<file path="config.mk">
export PLATFORM = sky130hd
export DESIGN_NAME = component_identification_regs
export DESIGN_NICKNAME = d
export VERILOG_FILES = /design/src/id_regs_pkg.sv /design/src/component_identification_regs.sv
export VERILOG_INCLUDE_DIRS = /design/src
export SDC_FILE = /design/constraint.sdc
export NUM_CORES = 1
export LEC_CHECK = 0
export CAP_MARGIN = 5
export CORE_AREA = 2 2 50 52
export CTS_CLUSTER_SIZE = 30
export DETAILED_ROUTE_END_ITERATION = 7
export DIE_AREA = 0 0 52 54
export DONT_BUFFER_PORTS = 1
export GPL_TIMING_DRIVEN = 0
export PLACE_DENSITY = 0.6
export REMOVE_ABC_BUFFERS = 1
export SETUP_SLACK_MARGIN = 0.4
export SLEW_MARGIN = 0
export SYNTH_ARGS = -nofsm -noshare
export SYNTH_HDL_FRONTEND = slang
export SYNTH_SLANG_ARGS = --single-unit
</file>
<file path="constraint.sdc">
create_clock -name clock -period 1.1 [get_ports clock]
set_input_delay 0.165 -clock clock [delete_from_list [all_inputs] [get_ports clock]]
set_output_delay 0.165 -clock clock [all_outputs]
set_load 0.05 [all_outputs]
</file>
<file path="src/id_regs_defines.svh">
`ifndef ID_REGS_DEFINES_SVH
`define ID_REGS_DEFINES_SVH

// ==========================================================================
// Register offsets within the 4KB window (byte addresses).
`define PERIPHERAL_ID_WORD4_OFS 12'hfd0
`define PERIPHERAL_ID_WORD5_OFS 12'hfd4
`define PERIPHERAL_ID_WORD6_OFS 12'hfd8
`define PERIPHERAL_ID_WORD7_OFS 12'hfdc
`define PERIPHERAL_ID_WORD0_OFS 12'hfe0
`define PERIPHERAL_ID_WORD1_OFS 12'hfe4
`define PERIPHERAL_ID_WORD2_OFS 12'hfe8
`define PERIPHERAL_ID_WORD3_OFS 12'hfec
`define COMPONENT_ID_WORD0_OFS 12'hff0
`define COMPONENT_ID_WORD1_OFS 12'hff4
`define COMPONENT_ID_WORD2_OFS 12'hff8
`define COMPONENT_ID_WORD3_OFS 12'hffc

// ==========================================================================
// Field positions.
`define ID_FIELD_HI_BIT 7
`define DESIGNER_ASSIGNED_BIT 3
`define CLASS_LSB 4
`define MINOR_FIX_LSB 4

// ==========================================================================
// Reset and fixed values.
`define MINOR_FIX_RST 4'h0
`define DESIGNER_ASSIGNED_VAL 1'b1
`define CONT_MARKER_BYTE 7'h7f
`define RDATA_RST 32'h0000_0000

`endif

</file>
<file path="src/id_regs_pkg.sv">
package id_regs_pkg;

    typedef enum logic [1:0]
    {
        AXI_OKAY,
        AXI_EXOKAY,
        AXI_SLVERR,
        AXI_DECERR
    } axi_resp_e;

    typedef enum logic
    {
        RD_IDLE,
        RD_RESP
    } rd_state_e;

endpackage

</file>
<file path="src/component_identification_regs.sv">
// Behaviour
// RULE1: Words 0, 2, 3 return a preamble byte; word 1 a preamble nibble.
// RULE2: Component word 1 bits 7:4 carry the four-bit component class.
// RULE3: Unused bits, and peripheral words 5 to 7, read as zero.
// RULE4: Four read-only 32-bit component identification words always exist.
// RULE5: Eight read-only 32-bit peripheral identification words always exist.
// RULE6: Component identification words decode at 0xFF0 through 0xFFC.
// RULE7: Peripheral words 0-3 at 0xFE0-0xFEC, words 4-7 at 0xFD0-0xFDC.
// RULE8: Peripheral word 3 bits 7:4 minor-fix, held in zero-reset flops.
// RULE9: Revision and minor-fix fields together form the revision number.
// RULE10: Peripheral word 3 bits 3:0 zero unless customer modified.
// RULE11: Readers must not tell components apart by the modified field.
// RULE12: Peripheral word 2 bits 7:4 hold the revision, counting from zero.
// RULE13: Peripheral word 2 bit 3 reads one: designer code is assigned.
// RULE14: Designer code split over peripheral words 1, 2 and 4.
// RULE15: Continuation count of marker bytes; code is seven bits, not marker.
// RULE16: Designer code names the designer, not the implementer.
// RULE17: Twelve-bit part number in peripheral word 0 and word 1 low nibble.
// RULE18: Peripheral word 4 bits 7:4 give log2 of 4KB blocks used.
// RULE19: Tools should size the component from other fields, not size field.
// RULE20: Writes to any identification word are ignored.
// RULE21: Reads return constants with no side effects from reset onward.
//
// Our own choice: the AXI4-Lite slave port.
`include "id_regs_defines.svh"
`timescale 1ns/1ps
`default_nettype none

module component_identification_regs
    import id_regs_pkg::*;
#(
    // Designer and part identity; all default values are arbitrary.
    parameter logic [11:0] PART_NUMBER = 12'h5a1,
    parameter logic [6:0] DESIGNER_CODE = 7'h2a,
    parameter logic [3:0] DESIGNER_CONT = 4'h2,
    parameter logic [3:0] REVISION = 4'h0,
    parameter logic [3:0] CUSTOMER_MOD = 4'h0,
    parameter logic [3:0] SIZE_LOG2 = 4'h0,
    parameter logic [3:0] COMP_CLASS = 4'h9,
    // Preamble segments; default values are arbitrary.
    parameter logic [7:0] PREAMBLE0 = 8'h11,
    parameter logic [3:0] PREAMBLE1 = 4'h2,
    parameter logic [7:0] PREAMBLE2 = 8'h33,
    parameter logic [7:0] PREAMBLE3 = 8'h44
)
(
    input wire logic clock,
    input wire logic sys_rst,
    input wire logic awvalid,
    output logic awready,
    input wire logic [11:0] awaddr,
    input wire logic wvalid,
    output logic wready,
    input wire logic [31:0] wdata,
    output logic bvalid,
    input wire logic bready,
    output logic [1:0] bresp,
    input wire logic arvalid,
    output logic arready,
    input wire logic [11:0] araddr,
    output logic rvalid,
    input wire logic rready,
    output logic [31:0] rdata,
    output logic [1:0] rresp
);

    // ======================================================================
    // Identification values.
    logic awready_ff;
    logic wready_ff;
    logic bvalid_ff;
    logic aw_got_ff;
    logic w_got_ff;
    logic arready_ff;
    logic rvalid_ff;
    logic [31:0] rdata_ff;
    logic [3:0] minor_fix_level_ff;
    rd_state_e rd_state_ff;
    rd_state_e nxt_rd_state;

    // Kept in flops that reset to zero so a metal fix can alter it. [RULE8]
    always_ff @(posedge clock or posedge sys_rst)
    begin
        if (sys_rst)
            minor_fix_level_ff <= `MINOR_FIX_RST;
        else
            minor_fix_level_ff <= minor_fix_level_ff;
    end

    function automatic logic [31:0] id_word(input logic [11:0] addr);
        logic [31:0] w;
        w = 32'h0000_0000; // Unused bits and unmapped words read zero. [RULE3]
        case ({addr[11:2], 2'b00}) // [RULE6] [RULE7]
            `PERIPHERAL_ID_WORD0_OFS: w[7:0] = PART_NUMBER[7:0]; // [RULE17]
            // The code names whoever designed the block. [RULE16]
            `PERIPHERAL_ID_WORD1_OFS:
                w[7:0] = {DESIGNER_CODE[3:0], PART_NUMBER[11:8]}; // [RULE14]
            `PERIPHERAL_ID_WORD2_OFS:
                w[7:0] = {REVISION, `DESIGNER_ASSIGNED_VAL,
                          DESIGNER_CODE[6:4]}; // [RULE12] [RULE13] [RULE9]
            `PERIPHERAL_ID_WORD3_OFS:
                w[7:0] = {minor_fix_level_ff, CUSTOMER_MOD}; // [RULE10]
            `PERIPHERAL_ID_WORD4_OFS:
                w[7:0] = {SIZE_LOG2, DESIGNER_CONT}; // [RULE18] [RULE14]
            `COMPONENT_ID_WORD0_OFS: w[7:0] = PREAMBLE0; // [RULE1]
            `COMPONENT_ID_WORD1_OFS:
                w[7:0] = {COMP_CLASS, PREAMBLE1}; // [RULE2] [RULE1]
            `COMPONENT_ID_WORD2_OFS: w[7:0] = PREAMBLE2; // [RULE1]
            `COMPONENT_ID_WORD3_OFS: w[7:0] = PREAMBLE3; // [RULE1]
            default: w = 32'h0000_0000;
        endcase
        return w;
    endfunction

    // ======================================================================
    // Write channels: accepted in either order, data discarded. [RULE20]
    wire logic aw_hs = awvalid && awready_ff;
    wire logic w_hs = wvalid && wready_ff;
    wire logic b_hs = bvalid_ff && bready;
    wire logic aw_have = aw_got_ff || aw_hs;
    wire logic w_have = w_got_ff || w_hs;

    always_ff @(posedge clock or posedge sys_rst)
    begin
        if (sys_rst)
        begin
            aw_got_ff <= 1'b0;
            w_got_ff <= 1'b0;
        end
        else if (aw_have && w_have && !bvalid_ff)
        begin
            aw_got_ff <= 1'b0;
            w_got_ff <= 1'b0;
        end
        else
        begin
            aw_got_ff <= aw_have;
            w_got_ff <= w_have;
        end
    end

    // The response goes out once both halves are in; nothing is stored.
    always_ff @(posedge clock or posedge sys_rst)
    begin
        if (sys_rst)
            bvalid_ff <= 1'b0;
        else if (aw_have && w_have && !bvalid_ff)
            bvalid_ff <= 1'b1; // [RULE20]
        else if (b_hs)
            bvalid_ff <= 1'b0;
    end

    // Readies drop on capture and return after the response is taken.
    always_ff @(posedge clock or posedge sys_rst)
    begin
        if (sys_rst)
        begin
            awready_ff <= 1'b0;
            wready_ff <= 1'b0;
        end
        else
        begin
            awready_ff <= !aw_have && !(bvalid_ff && !bready);
            wready_ff <= !w_have && !(bvalid_ff && !bready);
        end
    end

    // ======================================================================
    // Read channel.
    wire logic ar_hs = arvalid && arready_ff;
    wire logic r_hs = rvalid_ff && rready;

    always_comb
    begin
        nxt_rd_state = rd_state_ff;
        case (rd_state_ff)
            RD_IDLE:
                if (ar_hs)
                    nxt_rd_state = RD_RESP;
            RD_RESP:
                if (r_hs)
                    nxt_rd_state = RD_IDLE;
            default: nxt_rd_state = RD_IDLE;
        endcase
    end

    always_ff @(posedge clock or posedge sys_rst)
    begin
        if (sys_rst)
            rd_state_ff <= RD_IDLE;
        else
            rd_state_ff <= nxt_rd_state;
    end

    always_ff @(posedge clock or posedge sys_rst)
    begin
        if (sys_rst)
        begin
            arready_ff <= 1'b0;
            rvalid_ff <= 1'b0;
        end
        else
        begin
            arready_ff <= (nxt_rd_state == RD_IDLE);
            rvalid_ff <= (nxt_rd_state == RD_RESP);
        end
    end

    // Reads have no side effect; the word is sampled once per request.
    always_ff @(posedge clock or posedge sys_rst)
    begin
        if (sys_rst)
            rdata_ff <= `RDATA_RST;
        else if (ar_hs)
            rdata_ff <= id_word(araddr); // [RULE21] [RULE4] [RULE5]
    end

    assign awready = awready_ff;
    assign wready = wready_ff;
    assign bvalid = bvalid_ff;
    assign arready = arready_ff;
    assign rvalid = rvalid_ff;
    assign rdata = rdata_ff;

    // Every access is answered OKAY; unmapped words read zero, ignore writes.
    always_ff @(posedge clock or posedge sys_rst)
    begin
        if (sys_rst)
        begin
            bresp <= AXI_OKAY;
            rresp <= AXI_OKAY;
        end
        else
        begin
            bresp <= AXI_OKAY;
            rresp <= AXI_OKAY;
        end
    end
endmodule

`default_nettype wire

</file>
==> metrics.txt, run 1 <==
Synth-to-Final Area Change 4.68%; worst reg2reg path startpoint arready; number of design rule violations left after detail routing 0; worst skew pair latency 280 ps; CTS tree built; # rows 18; number of diodes 0; input/output buffers 0; worst-path cell with the longest stage delay dfrtp_2; Synth Register Bits 15; core area 2320 um2; detailed router's first-iteration violation count 4; class of the most critical hold timing path primary input to async pin; cell count after synthesis 93; number of warnings issued by yosys 0; commonest cells after routing, fill and taps aside conb_1, dfrtp_2, nor2_1; fraction of synthesized cell area taken by the top area cell type 39.0%; Final Max Slew Viols 0; RSZ-0062 raised after global routing true; level count of the clock H-tree 1; CTS max path bufs 2; Buffers & Inverters on Critical Path 0; Clock transition at path regs 90 ps; Avg Vias per Cell 4.63; vias after detailed routing 584; Routed WL 1560 um; wire length of the first global-routing pass 2390 um; worst setup skew after layout 8.56 ps; drt first pass iters 4; fraction of final layout cells with drive strength greater than 1 38.5%; buffer type at the clock tree root clkbuf_4; worst-path fanout max 6; maximum clock frequency 797 MHz; final weighted congestion in routability-driven placement 0.637; worst setup path startpoint arready; count of placed standard cells in the final layout, fillers left out 126; Critical Path RT 1310 ps; maximum number of pins on one net before global-route repair 16; Cell Area, Synth 963 um2; area enclosed by the die boundary 2810 um2; period utilization 114%; most common cell after layout, fill and taps aside conb_1; antenna violations before repair 0; total global routing overflow 0; kind of capture point of the worst setup path flip-flop; post-route ant nets 0; count of endpoints failing hold in the final timing report 16; cell type with the largest total area after synthesis dfrtp_1; fraction of the yosys area taken by sequential cells 39.0%; via count of the first global-routing pass 573; result of the run finished, violations left; Static Leakage 0.000464 uW; synthesized area divided by synthesized cell count 10.4 um2; clock buffers created by TritonCTS 3; minimum hold slack -195 ps; crit start category flip-flop; clock tree sinks 15; sum of negative setup slack -936 ps; total placed cells including tap cells 118; final core utilization 43.5%; Arrival @ worst endpoint 1460 ps; HPWL Detailed 1150 um; Setup Viol. Count Final 10; cell family with the largest share of critical-path delay flip-flops; net count of the finished layout 160; slew at the pin with the worst max-slew slack 544 ps; clock period minus worst slack 1260 ps; type of the setup path with the least slack flip-flop to flip-flop; VDD IR max 1.01 mV; initial cell density of the core 41.5%; IO Pins 104; relative max-transition margin 63.7%; Layout fillers 216; Horiz. Die Dim 52 um; slack of the critical path -155 ps; number of violations of the max-capacitance limit 0; Pwr per Cell Area 1880 nW/um2; overall fraction of global-route tracks in use 12.0%; violations in the final reports negative hold slack, negative setup slack; post-detailed-route wirelength per cell 12.4 um; slowest cell delay on critical path 580 ps; leading cell types by total area after synthesis dfrtp_1, buf_4, buf_6; Die Height 54 um; post-synthesis cell type count 29; chain of cells forming the critical path nand2_8, nor4_4, nand2_1, o21ai_1
-- where the power goes --
group / switching, uW / internal, uW / total (uW)
sequential: 374 / 672 / 1050
clock: 169 / 135 / 304
combinational: 365 / 180 / 545
total: 908 / 987 / 1900
-- cell usage after synthesis (all sizes together) --
library cell  instances
buf                  32
dfrtp                15
inv                   5
nand2                 5
nor2                  5
a21oi                 4
a32o                  3
a22o                  2
and2                  2
mux2i                 2
nor3                  2
nor4                  2
o21ai                 2
xnor2                 2
a21o                  1
a22oi                 1
a31o                  1
conb                  1
nand2b                1
nand3                 1
nand4                 1
nor2b                 1
nor4b                 1
o31ai                 1
-- state kept, by name, indices dropped and copies added (netlist names) --
signal     count
rdata          8
aw_got_ff      1
wready         1
bvalid         1
rvalid         1
w_got_ff       1
arready        1
awready        1
-- repair_timing --
| action | CTS | global route |
|---|---|---|
| pin swaps | 9 | 5 |
| gates resized for setup | 23 | 5 |
| setup buffers | 3 | 1 |
| setup endpoints to repair | 28 | 28 |
| endpoints found under the hold margin | 16 | 16 |
-- cell type report --
class / count / area (um2) / share of cell area [%]
flip-flops and latches: 15 / 393 / 39.0
multi-input cells: 68 / 498 / 49.4
inverters: 5 / 18.8 / 1.86
clock inverters: 1 / 5.00 / 0.496
repair buffers: 4 / 33.8 / 3.35
well taps: 30 / 37.5 / 3.72
clock buffers: 3 / 22.5 / 2.23
-- metal layers --
layer	up-vias	GRT usage [%]	part of all wire [%]
li1	261	-	-
met1	279	12.1	37
met2	40	21.9	50
met3	4	3.61	11
met4	0	6.58	1.5
met5	-	0	0
-- cell families (layout without fill, tap and decap cells) --
kind of cell    Yosys count  count (layout)  synth area share [%]
simple gates             21              21                  16.5
compound gates           15              15                  11.8
buf+inv                  37              13                  28.4
flops                    15              15                  39.0
xor+xnor                  2               2                  1.82
other cells               1              28                 0.389
mux                       2               2                  2.08
-- metrics by stage --
step / total power, uW / hold slack, ps / setup slack, ps / cell area, um2
floorplan: 1350 / 66.5 / -341 / 810
global placement: 1390 / 134 / -469 / 847
detailed placement: 1400 / 139 / -493 / 847
CTS: 1870 / -176 / -154 / 985
global route: 2010 / -168 / -228 / 1010
finish: 1900 / -195 / -155 / 1010
-- final timing paths --
path	slack [ps]	to	depth (start not counted)
max	-160	rdata[6]	4
max in group asynchronous	890	bvalid	1
min reg2reg	560	w_got_ff	2
max reg2reg	-160	rdata[6]	4
min	-190	w_got_ff	1
min in group clock	-20	rvalid	1
Power figures use the tool's default switching activity.
==> inputs of run 2 (changes only) <==
- CORE_AREA: 2 2 50 52 -> 2 2 66 68
- DIE_AREA: 0 0 52 54 -> 0 0 68 70
- PLACE_DENSITY: 0.6 -> 0.4
- clock period: 1.1 -> 1.5 ns (I/O delays scaled with it)
==> run 2 against run 1 <==
  * The run now ends clean
  * Fmax up 2.2%
  * Non-clock buffer count is 1 lower
  * Global-route usage fell by 4.4 points
  * First-iteration DRC count up 75%
  * Clock-buffer cell count stayed put
  * Design area down 2.9%
  * Clock power grew 8.2%
  * Total power fell by 26%
  * Die area up 70%
  * Sequential share of layout area rose by 0.25 points
  * Critical path depth did not move
  * Via count decreased by 3.9%
==> metrics.txt, run 2 (synthesis results as in run 1) <==
result of the run finished clean; clock tree sinks 15 (unchanged); worst-path cell with the longest stage delay dfrtp_2; period utilization 81.9% (-32 points); relative max-transition margin 61.7% (-2.0 points); core area 4140 um2 (+79%); kind of capture point of the worst setup path flip-flop; VDD IR max 0.683 mV (-32%); fraction of final layout cells with drive strength greater than 1 26.3% (-12 points); final weighted congestion in routability-driven placement 0.677 (+6.3%); number of design rule violations left after detail routing 0 (unchanged); CTS max path bufs 2 (unchanged); detailed router's first-iteration violation count 7 (+3); Die Height 70 um (+30%); total global routing overflow 0 (unchanged); net count of the finished layout 159 (-0.63%); Pwr per Cell Area 1430 nW/um2 (-24%); Arrival @ worst endpoint 1400 ps (-60 ps); IO Pins 104 (unchanged); vias after detailed routing 561 (-3.9%); slew at the pin with the worst max-slew slack 574 ps (+29.4 ps); final core utilization 23.6% (-20 points); chain of cells forming the critical path nand2_8, nor4_2, nand2_1, o21ai_1; HPWL Detailed 1310 um (+14%); Static Leakage 0.000448 uW (-3.4%); area enclosed by the die boundary 4760 um2 (+70%); level count of the clock H-tree 1 (unchanged); via count of the first global-routing pass 566 (-1.2%); crit start category flip-flop; depth of the critical timing path with buffers and inverters included 4 (unchanged); commonest cells after routing, fill and taps aside conb_1, dfrtp_1, dfrtp_2; cell depth of the worst hold path 1; Buffers & Inverters on Critical Path 0 (unchanged); number of diodes 0 (unchanged); Setup Viol. Count Final 0 (-10); # rows 24 (+6); worst skew pair latency 250 ps (-30 ps); clock buffers created by TritonCTS 3 (unchanged); Avg Vias per Cell 3.82 (-18%); slowest cell delay on critical path 570 ps (about the same); wire length of the first global-routing pass 2640 um (+10%); most common cell after layout, fill and taps aside conb_1; buffer type at the clock tree root clkbuf_8; Horiz. Die Dim 68 um (+31%); RSZ-0062 raised after global routing true; sum of negative setup slack 0 ps (+936 ps); Clock transition at path regs 70 ps (-20 ps); class of the most critical hold timing path primary input to flip-flop; overall fraction of global-route tracks in use 7.53% (-4.4 points); Synth-to-Final Area Change 1.69%; total placed cells including tap cells 140 (+19%); antenna violations before repair 0 (unchanged); slack of the critical path 272 ps (+427 ps); cell family with the largest share of critical-path delay flip-flops; Critical Path RT 1670 ps (+360 ps); total power consumption of the routed design 1400 uW (-26%); count of placed standard cells in the final layout, fillers left out 147 (+17%); worst setup skew after layout 4.28 ps (-4.28 ps); count of endpoints failing hold in the final timing report 0 (-16); clock period minus worst slack 1230 ps (-27.0 ps); worst-path fanout max 6 (unchanged); Final Max Slew Viols 0 (unchanged); number of violations of the max-capacitance limit 0 (unchanged); initial cell density of the core 23.2% (-18 points); drt first pass iters 4 (unchanged); Routed WL 1690 um (+8.7%); number of flip-flops under the largest register name 8 (unchanged); input/output buffers 0 (unchanged); worst slack at placement -147 ps (+347 ps); post-route ant nets 0 (unchanged); maximum clock frequency 814 MHz (+2.2%); count of cells along the worst register-to-register path 4 (unchanged); type of the setup path with the least slack flip-flop to flip-flop; post-detailed-route wirelength per cell 11.5 um (-6.8%); CTS tree built; maximum number of pins on one net before global-route repair 16 (unchanged)
run 2: cell count changes in the layout (fill, tap and decap cells not counted), moves of 2 or more:
| cell | before | now |
|---|---|---|
| dfrtp_1 | 3 | 8 |
| clkbuf_4 | 3 | 0 |
| a21oi_2 | 0 | 2 |
| a21oi_4 | 2 | 0 |
| clkbuf_8 | 0 | 3 |
| dfrtp_2 | 11 | 7 |
| nor4_4 | 2 | 0 |
run 2: report_power, final:
group / switching, uW / internal, uW / total, uW
clock network: 145 / 184 / 329
registers: 245 / 488 / 732
logic: 251 / 88.6 / 339
run 2: path summary, 6_finish.rpt:
check                               from  endpoint  slack, ps
worst max-delay path             arready  rdata[1]        270
worst min-delay path              rready    rvalid         70
worst max register to register   arready  rdata[1]        270
worst min register to register  w_got_ff  w_got_ff        520
max in group asynchronous        sys_rst  rdata[0]        610
min in group asynchronous        sys_rst  w_got_ff        480
run 2: metrics by stage:
step	instance area (um2)	hold slack (ps)
after global routing	980	58.0
after global placement	875	215
final	980	69.2
after floorplan	810	126
after detailed placement	875	211
after CTS	968	81.1
run 2: final cells by class:
cell class	instances	area, um2
clock buffer	3	41.3
clock inverter	1	5.00
timing repair buffer	3	25.0
sequential	15	384
inverter	5	18.8
multi-input combinational	68	440
fill	461	3160
tap	52	65.1
run 2: repair_timing:
action,CTS,global route
setup buffers,2,0
resized for setup,9,3
cloned,0,0
hold buffers,1,0
pin swaps,6,1
endpoints found under the hold margin,15,0
setup endpoints to repair,28,20
run 2: metal layers:
metal / track usage, % / part of all wire [%] / up-vias
met5: 0 / 0 / -
met4: 2.00 / 0.59 / 0
met3: 4.35 / 14 / 2
met2: 11.3 / 46 / 37
met1: 9.11 / 40 / 266
li1: - / - / 256
